[src/design/darc_pkg.sv]
// Shared constants and types for the DRAM area and refresh block
package darc_pkg;

  // Register byte offsets
  localparam logic [7:0] OFS_ABW   = 8'h00;
  localparam logic [7:0] OFS_AST   = 8'h04;
  localparam logic [7:0] OFS_WCH   = 8'h08;
  localparam logic [7:0] OFS_WCL   = 8'h0c;
  localparam logic [7:0] OFS_BCH   = 8'h10;
  localparam logic [7:0] OFS_BCL   = 8'h14;
  localparam logic [7:0] OFS_MEM   = 8'h18;
  localparam logic [7:0] OFS_DRC   = 8'h1c;
  localparam logic [7:0] OFS_RIC   = 8'h20;
  localparam logic [7:0] OFS_CNT   = 8'h24;
  localparam logic [7:0] OFS_IST   = 8'h28;
  localparam logic [7:0] OFS_IMK   = 8'h2c;

  // Reset values and an example time constant
  localparam logic [7:0] RST_ABW   = 8'h00;
  localparam logic [7:0] RST_AST   = 8'hff;
  localparam logic [7:0] RST_WC    = 8'hff;
  localparam logic [7:0] RST_BCH   = 8'h00;
  localparam logic [7:0] RST_BCL   = 8'h00;
  localparam logic [7:0] RST_MEM   = 8'h00;
  localparam logic [7:0] RST_DRC   = 8'h00;
  localparam logic [7:0] RST_RIC   = 8'hff;
  localparam logic [7:0] RIC_EXAMPLE = 8'h4f;

  // Field positions
  localparam int BCL_ASS   = 2;
  localparam int DRC_REFRESH_ENABLE_BIT = 7;
  localparam int DRC_RCW   = 6;
  localparam int DRC_REFRESH_MODE_SELECT = 5;
  localparam int DRC_CMF   = 4;
  localparam int DRC_COMPARE_MATCH_IRQ_ENABLE  = 3;
  localparam int IST_CMF   = 0;
  localparam int IST_SELF  = 1;

  // Encodings and the DRAM area
  localparam logic [2:0]  RMTS_A23   = 3'b011;
  localparam logic [2:0]  RMTS_A2    = 3'b001;
  localparam logic [2:0]  DRAM_AREA  = 3'd3;
  localparam logic [2:0]  CKS_DIV2   = 3'b001;
  localparam logic [23:0] DRAM_LO    = 24'h600000;
  localparam logic [23:0] DRAM_HI    = 24'h67ffff;
  localparam int          PRE_W      = 12;

  // Memory control layout
  typedef struct packed {
    logic       precharge_cycle_count;
    logic       be;
    logic       row_strobe_down_mode;
    logic       cw2;
    logic [1:0] mxc;
    logic [1:0] rlw;
  } darc_mem_t;

  // Decoded access attributes
  typedef struct packed {
    logic       dram;
    logic       narrow;
    logic       slow;
    logic [1:0] waits;
    logic [2:0] area;
  } darc_acc_t;

endpackage

[src/design/darc_top.sv]
// DRAM area decode, bus configuration and refresh timer with Avalon slave
// Contract
// - In 8-bit bus mode the DRAM sits in area 3 via the DRAM interface.
// - Area 3 width bit set makes area 3 an 8-bit access space.
// - Area 3 wait field 01 inserts exactly one program wait state.
// - DRAM space select 011 makes areas 2 and 3 DRAM space.
// - Partition bit set divides 16 MB into 2 MB areas.
// - With 2 MB areas, 0x600000 to 0x67ffff decodes as area 3 DRAM.
// - Memory control bits give precharge, page, strobe and mux shift modes.
// - Refresh wait field 00 gives refresh cycles without wait states.
// - Refresh enable on, mode 0 CBR, interrupt enable 0 masks match.
// - Refresh wait control bit zero inserts no refresh wait states.
// - Clock select 001 clocks the refresh counter at clock divided by two.
// - Eight-bit time constant sets refresh interval in counter clocks.
// - Mode bit one plus standby entry puts the DRAM into self-refresh.
`timescale 1ns/1ps
module darc_top #(
  parameter int AW = 24
) (
  input  wire logic                clk_i,
  input  wire logic                rstn_i,
  input  wire logic [7:0]          avs_address_i,
  input  wire logic                avs_read_i,
  input  wire logic                avs_write_i,
  input  wire logic [31:0]         avs_writedata_i,
  input  wire logic [3:0]          avs_byteenable_i,
  output logic      [31:0]         avs_readdata_o,
  output logic                     avs_waitrequest_o,
  input  wire logic [AW-1:0]       cpu_addr_i,
  input  wire logic                narrow_mode_i,
  input  wire logic                standby_i,
  output darc_pkg::darc_acc_t      acc_o,
  output darc_pkg::darc_mem_t      mem_cfg_o,
  output logic      [1:0]          refresh_wait_o,
  output logic                     refresh_req_o,
  output logic                     self_refresh_o,
  output logic                     irq_o
);

  localparam int PRE_W_L = darc_pkg::PRE_W;

  logic [7:0]          abw_r;
  logic [7:0]          ast_r;
  logic [7:0]          wch_r;
  logic [7:0]          wcl_r;
  logic [7:0]          bch_r;
  logic [7:0]          bcl_r;
  darc_pkg::darc_mem_t mem_r;
  logic [7:0]          drc_r;
  logic [7:0]          ric_r;
  logic [7:0]          cnt_r;
  logic [1:0]          ist_r;
  logic [1:0]          imk_r;
  logic [PRE_W_L-1:0]  pre_r;
  logic                ack_r;
  logic [31:0]         rdata_r;
  darc_pkg::darc_acc_t acc_r;
  darc_pkg::darc_mem_t cfg_r;
  logic [1:0]          rwait_r;
  logic                req_r;
  logic                self_r;
  logic                irq_r;
  logic                tick;
  logic                match;
  logic                wr_en;
  logic [1:0]          set_ev;
  logic [2:0]          area;
  logic [7:0]          rd_mux;

  // Divided clock tick from the prescaler
  function automatic logic div_tick(input logic [2:0] cks,
                                    input logic [PRE_W_L-1:0] pre);
    case (cks)
      3'b001:  div_tick = pre[0];
      3'b010:  div_tick = &pre[2:0];
      3'b011:  div_tick = &pre[4:0];
      3'b100:  div_tick = &pre[6:0];
      3'b101:  div_tick = &pre[8:0];
      3'b110:  div_tick = &pre[10:0];
      3'b111:  div_tick = &pre[11:0];
      default: div_tick = 1'b0;
    endcase
  endfunction

  // Area number from address and partition unit
  function automatic logic [2:0] area_of(input logic [AW-1:0] a,
                                         input logic area_partition_select);
    if (area_partition_select) begin
      area_of = a[23:21];
    end else if (a[23:20] == 4'h0) begin
      area_of = a[19:17];
    end else begin
      area_of = 3'd7;
    end
  endfunction

  // DRAM space membership of an area
  function automatic logic is_dram(input logic [2:0] ar,
                                   input logic [2:0] rmts);
    case (rmts)
      darc_pkg::RMTS_A23: is_dram = (ar == 3'd2) || (ar == 3'd3);
      darc_pkg::RMTS_A2:  is_dram = (ar == 3'd2);
      default:            is_dram = 1'b0;
    endcase
  endfunction

  assign area   = area_of(cpu_addr_i, bcl_r[darc_pkg::BCL_ASS]);
  assign tick   = div_tick(drc_r[2:0], pre_r);
  assign match  = drc_r[darc_pkg::DRC_REFRESH_ENABLE_BIT] && tick && (cnt_r == ric_r);
  assign wr_en  = avs_write_i && ack_r && avs_byteenable_i[0];
  assign set_ev = {standby_i && !self_r && drc_r[darc_pkg::DRC_REFRESH_ENABLE_BIT]
                   && drc_r[darc_pkg::DRC_REFRESH_MODE_SELECT], match};

  // Bus handshake: one wait cycle, then a single-cycle acceptance
  always_ff @(posedge clk_i or negedge rstn_i) begin
    if (!rstn_i) begin
      ack_r <= 1'b0;
    end else begin
      ack_r <= (avs_read_i || avs_write_i) && !ack_r;
    end
  end

  always_comb begin
    case (avs_address_i)
      darc_pkg::OFS_ABW: rd_mux = abw_r;
      darc_pkg::OFS_AST: rd_mux = ast_r;
      darc_pkg::OFS_WCH: rd_mux = wch_r;
      darc_pkg::OFS_WCL: rd_mux = wcl_r;
      darc_pkg::OFS_BCH: rd_mux = bch_r;
      darc_pkg::OFS_BCL: rd_mux = bcl_r;
      darc_pkg::OFS_MEM: rd_mux = mem_r;
      darc_pkg::OFS_DRC: rd_mux = {drc_r[7:5], ist_r[darc_pkg::IST_CMF],
                                   drc_r[3:0]};
      darc_pkg::OFS_RIC: rd_mux = ric_r;
      darc_pkg::OFS_CNT: rd_mux = cnt_r;
      darc_pkg::OFS_IST: rd_mux = {6'h00, ist_r};
      darc_pkg::OFS_IMK: rd_mux = {6'h00, imk_r};
      default:           rd_mux = 8'h00;
    endcase
  end

  always_ff @(posedge clk_i or negedge rstn_i) begin
    if (!rstn_i) begin
      rdata_r <= 32'h00000000;
    end else if (avs_read_i && !ack_r) begin
      rdata_r <= {24'h000000, rd_mux};
    end
  end

  // Configuration registers
  always_ff @(posedge clk_i or negedge rstn_i) begin
    if (!rstn_i) begin
      abw_r <= darc_pkg::RST_ABW;
      ast_r <= darc_pkg::RST_AST;
      wch_r <= darc_pkg::RST_WC;
      wcl_r <= darc_pkg::RST_WC;
      bch_r <= darc_pkg::RST_BCH;
      bcl_r <= darc_pkg::RST_BCL;
      mem_r <= darc_pkg::RST_MEM;
      drc_r <= darc_pkg::RST_DRC;
      ric_r <= darc_pkg::RST_RIC;
      imk_r <= 2'b00;
    end else if (wr_en) begin
      case (avs_address_i)
        darc_pkg::OFS_ABW: abw_r <= avs_writedata_i[7:0];
        darc_pkg::OFS_AST: ast_r <= avs_writedata_i[7:0];
        darc_pkg::OFS_WCH: wch_r <= avs_writedata_i[7:0];
        darc_pkg::OFS_WCL: wcl_r <= avs_writedata_i[7:0];
        darc_pkg::OFS_BCH: bch_r <= avs_writedata_i[7:0];
        darc_pkg::OFS_BCL: bcl_r <= avs_writedata_i[7:0];
        darc_pkg::OFS_MEM: mem_r <= avs_writedata_i[7:0];
        darc_pkg::OFS_DRC: drc_r <= avs_writedata_i[7:0];
        darc_pkg::OFS_RIC: ric_r <= avs_writedata_i[7:0];
        darc_pkg::OFS_IMK: imk_r <= avs_writedata_i[1:0];
        default:           imk_r <= imk_r;
      endcase
    end
  end

  // Sticky events, set wins over a write-one clear
  always_ff @(posedge clk_i or negedge rstn_i) begin
    if (!rstn_i) begin
      ist_r <= 2'b00;
    end else begin
      if (wr_en && avs_address_i == darc_pkg::OFS_IST) begin
        ist_r <= (ist_r & ~avs_writedata_i[1:0]) | set_ev;
      end else begin
        ist_r <= ist_r | set_ev;
      end
    end
  end

  // Prescaler and refresh interval counter
  always_ff @(posedge clk_i or negedge rstn_i) begin
    if (!rstn_i) begin
      pre_r <= '0;
    end else begin
      pre_r <= pre_r + 1'b1;
    end
  end

  always_ff @(posedge clk_i or negedge rstn_i) begin
    if (!rstn_i) begin
      cnt_r <= 8'h00;
    end else if (!drc_r[darc_pkg::DRC_REFRESH_ENABLE_BIT]) begin
      cnt_r <= 8'h00;
    end else if (match) begin
      cnt_r <= 8'h00;
    end else if (tick) begin
      cnt_r <= cnt_r + 8'h01;
    end
  end

  // Refresh request pulse in CAS-before-RAS mode only
  always_ff @(posedge clk_i or negedge rstn_i) begin
    if (!rstn_i) begin
      req_r <= 1'b0;
    end else begin
      req_r <= match && !drc_r[darc_pkg::DRC_REFRESH_MODE_SELECT];
    end
  end

  // Self-refresh held while in standby
  always_ff @(posedge clk_i or negedge rstn_i) begin
    if (!rstn_i) begin
      self_r <= 1'b0;
    end else begin
      self_r <= standby_i && drc_r[darc_pkg::DRC_REFRESH_ENABLE_BIT]
                && drc_r[darc_pkg::DRC_REFRESH_MODE_SELECT];
    end
  end

  // Access attribute decode
  always_ff @(posedge clk_i or negedge rstn_i) begin
    if (!rstn_i) begin
      acc_r <= '0;
    end else begin
      acc_r.area   <= area;
      acc_r.dram   <= is_dram(area, bch_r[2:0]);
      acc_r.narrow <= abw_r[area] || narrow_mode_i;
      acc_r.slow   <= ast_r[area];
      acc_r.waits  <= area[2] ? wch_r[{area[1:0], 1'b0} +: 2]
                              : wcl_r[{area[1:0], 1'b0} +: 2];
    end
  end

  // Strobe configuration and refresh waits
  always_ff @(posedge clk_i or negedge rstn_i) begin
    if (!rstn_i) begin
      cfg_r   <= '0;
      rwait_r <= 2'b00;
    end else begin
      cfg_r   <= mem_r;
      rwait_r <= drc_r[darc_pkg::DRC_RCW] ? mem_r.rlw
                                          : 2'b00;
    end
  end

  // Interrupt, compare match also gated by its enable bit
  always_ff @(posedge clk_i or negedge rstn_i) begin
    if (!rstn_i) begin
      irq_r <= 1'b0;
    end else begin
      irq_r <= (ist_r[darc_pkg::IST_CMF] && imk_r[darc_pkg::IST_CMF]
                && drc_r[darc_pkg::DRC_COMPARE_MATCH_IRQ_ENABLE])
               || (ist_r[darc_pkg::IST_SELF] && imk_r[darc_pkg::IST_SELF]);
    end
  end

  assign avs_readdata_o    = rdata_r;
  assign avs_waitrequest_o = !ack_r;
  assign acc_o             = acc_r;
  assign mem_cfg_o         = cfg_r;
  assign refresh_wait_o    = rwait_r;
  assign refresh_req_o     = req_r;
  assign self_refresh_o    = self_r;
  assign irq_o             = irq_r;
endmodule

[config.mk]
export PLATFORM = sky130hd
export DESIGN_NAME = darc_top
export DESIGN_NICKNAME = d
export VERILOG_FILES = /design/src/design/darc_pkg.sv /design/src/design/darc_top.sv
export SDC_FILE = /design/constraint.sdc
export NUM_CORES = 1
export LEC_CHECK = 0
export BUFFER_PORTS_ARGS = -buffer_cell sky130_fd_sc_hd__buf_2
export CAP_MARGIN = 20
export CORE_MARGIN = 5
export CORE_UTILIZATION = 55
export DETAILED_ROUTE_END_ITERATION = 6
export GPL_ROUTABILITY_DRIVEN = 0
export HOLD_SLACK_MARGIN = 0.02
export PLACE_DENSITY_LB_ADDON = 0.25
export SYNTH_ARGS = -nofsm -noshare
export SYNTH_HDL_FRONTEND = slang
export SYNTH_SLANG_ARGS = --single-unit
[constraint.sdc]
create_clock -name clk_i -period 2.58 [get_ports clk_i]
set_clock_uncertainty 0.1 [all_clocks]
set_input_delay 0.516 -clock clk_i [delete_from_list [all_inputs] [get_ports clk_i]]
set_output_delay 0.516 -clock clk_i [all_outputs]
set_load 0.005 [all_outputs]
==> out/qor.yml <==
power:
  powerDensity_mw_per_mm2: 652
  vdd.ir_drop.worst_v: 0.000481
  leakage_nw: 3.47
sta:
  tightest_slew_ps: 722
  timing.fmax_ghz: 0.422
  hold_viol_final: 0
  grt_setup_unrepaired: "false"
  slew_viol_final: 0
  setup_tns_ps: 0
  period_share: 0.919
  setup_viol: 0
  min_period_ps: 2370
  slew-limit-headroom: 0.506
placement:
  portBuffers: 59
  dp_hpwl_mm: 11.0
synth:
  synth_area_sq_mm: 0.00620
  syn_inst: 507
  synthFlopType: "dfrtp_1"
  synth_edf_count: 0
  syn_area_per_cell_sq_um: 12.2
  ys_seq_area_frac: 0.511
  ys_async_sr_fraction: 1.00
  ys_ff_latch: 125
  yosys.cell_types.count: 60
  ys.warnings.count: 0
clocking:
  cts_tree: "yes"
  cts_root_buf: "clkbuf_16"
  clkSlewWorstSetupHoldPaths_ps: 50
  clkLatencyLatePin_ps: 420
  cts_num_sinks: 125
  cts.htree.levels: 4
  numCtsBuffers: 17
  cts_buffer_depth: 2
finish:
  multi_input_area_sq_mm: 0.00285
  fillCellCount: 812
  syn2layout_area_growth_pct: 18.3
  antenna-diode-count: 0
  seqCellArea_sq_mm: 0.00317
  nets: 665
  layout-drive-gt1-share: 0.413
  finish.utilization: 0.671
hold_path:
  hold_class: "in2async"
setup_path:
  worstSetupStartpointType: "flip-flop"
  slowest_delay_ps: 450
  arrival_ps: 2560
  crit_chain: "and4_4 > and3_1 > and2_1 > ha_1 > nand2b_1 > a32o_1 > a221o_2 > a21oi_1 > o22ai_1"
  worst_ep_required_time_ps: 2770
  cp_slowest_cell: "a221o_2"
  crit_path_end_kind: "flip-flop"
  crit_type: "reg2reg"
  cp_max_fo: 10
global_route:
  gr-total-overflow: 0
  grt_pass1_wl_mm: 25.4
  grt_pass1_vias: 4678
  antenna_found_initial: 0
  grt_max_degree: 49
  grtUsageTotal: 0.250
floorplan:
  die_area_sq_mm: 0.0135
  placementRows: 38
  core-area_sq_mm: 0.0109
  io_pins: 128
  die_w_um: 116
  initial_core_util: 0.567
  die_h_um: 116
detailed_routing:
  avgRoutedWirePerCell_um: 21.4
  drtAntennaViolNets: 0
  vias: 4561
  drtPass1Iterations: 5
  drt_iter0_markers: 373
  drc: 0
  via_per_inst: 6.18
  routed_wl_mm: 15.8
run:
  cap_violations: 0
status:
  outcome: "finished clean"
[through the flow]
step	hold WS (ps)	area, sq um	setup slack (ps)	cells	total power, mW
2_1_floorplan	120	6290	207	530	2.17
3_3_place_gp	288	6690	172	706	2.28
3_5_place_dp	284	6690	103	706	2.29
4_1_cts	50.4	7320	89.2	737	4.80
5_1_grt	88.2	7340	10.6	738	4.93
6_report	30.7	7340	210	738	4.78
[critical path: cells and delay by family, from the launching register on]
kind,cells,cell delay (ps)
AND/OR/NAND/NOR,4,620
flip-flops,1,380
AO/OA/AOI/OAI,4,1010
adder cells (fa/ha/maj),1,130
[area by class of cell]
cell class,count,area share
Clock inverter,10,0.0222
Tap cell,140,0.0239
Timing Repair Buffer,80,0.0672
Clock buffer,21,0.0641
Multi-Input combinational cell,357,0.388
Inverter,5,0.00256
Sequential cell,125,0.432
[report_power, final]
group | switching [mW] | total, mW | leakage [nW] | internal [mW]
Clock | 0.842 | 2.53 | 0.305 | 1.69
Sequential | 0.0182 | 2.01 | 1.59 | 1.99
Combinational | 0.163 | 0.247 | 1.57 | 0.0838
[repair_timing]
action,in CTS,in global routing
buffers inserted,0,1
resized for setup,0,4
setup endpoints to repair,0,10
hold buffers,0,0
[cell usage in the layout, fill, tap and decap left out, types with 6 or more instances in the layout]
cell,count
buf_4,19
nor4_1,9
conb_1,24
nand3_1,13
and3_1,7
buf_2,58
or3_1,6
dfstp_2,32
mux2i_1,17
o21ai_0,8
nand2_1,37
dfrtp_1,93
clkbuf_16,17
nor3_1,8
xor2_1,10
mux4_2,11
nor2_1,15
mux2_2,83
a21oi_1,14
[routing by layer]
metal / GRT usage / up-vias / wire [um]
met5: 0 / - / 0
met4: 0.0820 / 0 / 358
met3: 0.0694 / 37 / 1360
met2: 0.398 / 227 / 7580
met1: 0.334 / 2299 / 6530
li1: - / 1998 / -
[worst paths after layout]
path	cells after the start	slack, ps	endpoint	from
max reg2reg	9	210	cnt_r[3]	pre_r[3]
min	1	30	pre_r[6]	rstn_i
min reg2reg	0	290	mem_cfg_o[2]	mem_r[2]
max	9	210	cnt_r[3]	pre_r[3]
max in group asynchronous	2	1630	ast_r[3]	rstn_i
min in group clk_i	2	200	acc_o[6]	narrow_mode_i
[kinds of logic (layout without fill, tap and decap cells)]
kind of cell             count (synthesis)  count (layout)  synth area share
AO/OA/AOI/OAI                           70              70            0.0793
buffers and inverters                   48             116            0.0446
multiplexers                           111             111             0.218
adder cells (fa/ha/maj)                  5               5            0.0101
XOR/XNOR                                15              15            0.0212
flip-flops                             125             125             0.511
AND/OR/NAND/NOR                        132             132             0.115
other                                    1              24          0.000605
[synthesized netlist by cell type (all sizes together) (5+ instances only)]
library cell,number,area (sq um)
dfrtp,93,2330
mux2,83,935
nand2,37,139
buf,32,216
dfstp,32,841
mux2i,17,170
nor2,16,62.6
a21oi,14,70.1
nand3,13,65.1
clkbuf,11,41.3
mux4,11,248
nor3,10,60.1
xor2,10,87.6
nor4,9,56.3
o21ai,9,45.0
and3,7,43.8
or3,6,37.5
a22oi,5,37.5
ha,5,62.6
nor3b,5,37.5
o22ai,5,31.3
xnor2,5,43.8
[flip-flops by register name, indices dropped and copies added (netlist names)]
name	count
wch_r	8
imk_r	2
refresh_req_o	1
abw_r	8
bcl_r	8
mem_r	8
ric_r	8
self_refresh_o	1
drc_r	7
wcl_r	8
avs_readdata_o	8
bch_r	8
ack_r	1
ast_r	8
acc_o	8
pre_r	12
cnt_r	8
irq_o	1
ist_r	2
refresh_wait_o	2
mem_cfg_o	8
No activity file was read; power rests on OpenSTA's default activity.
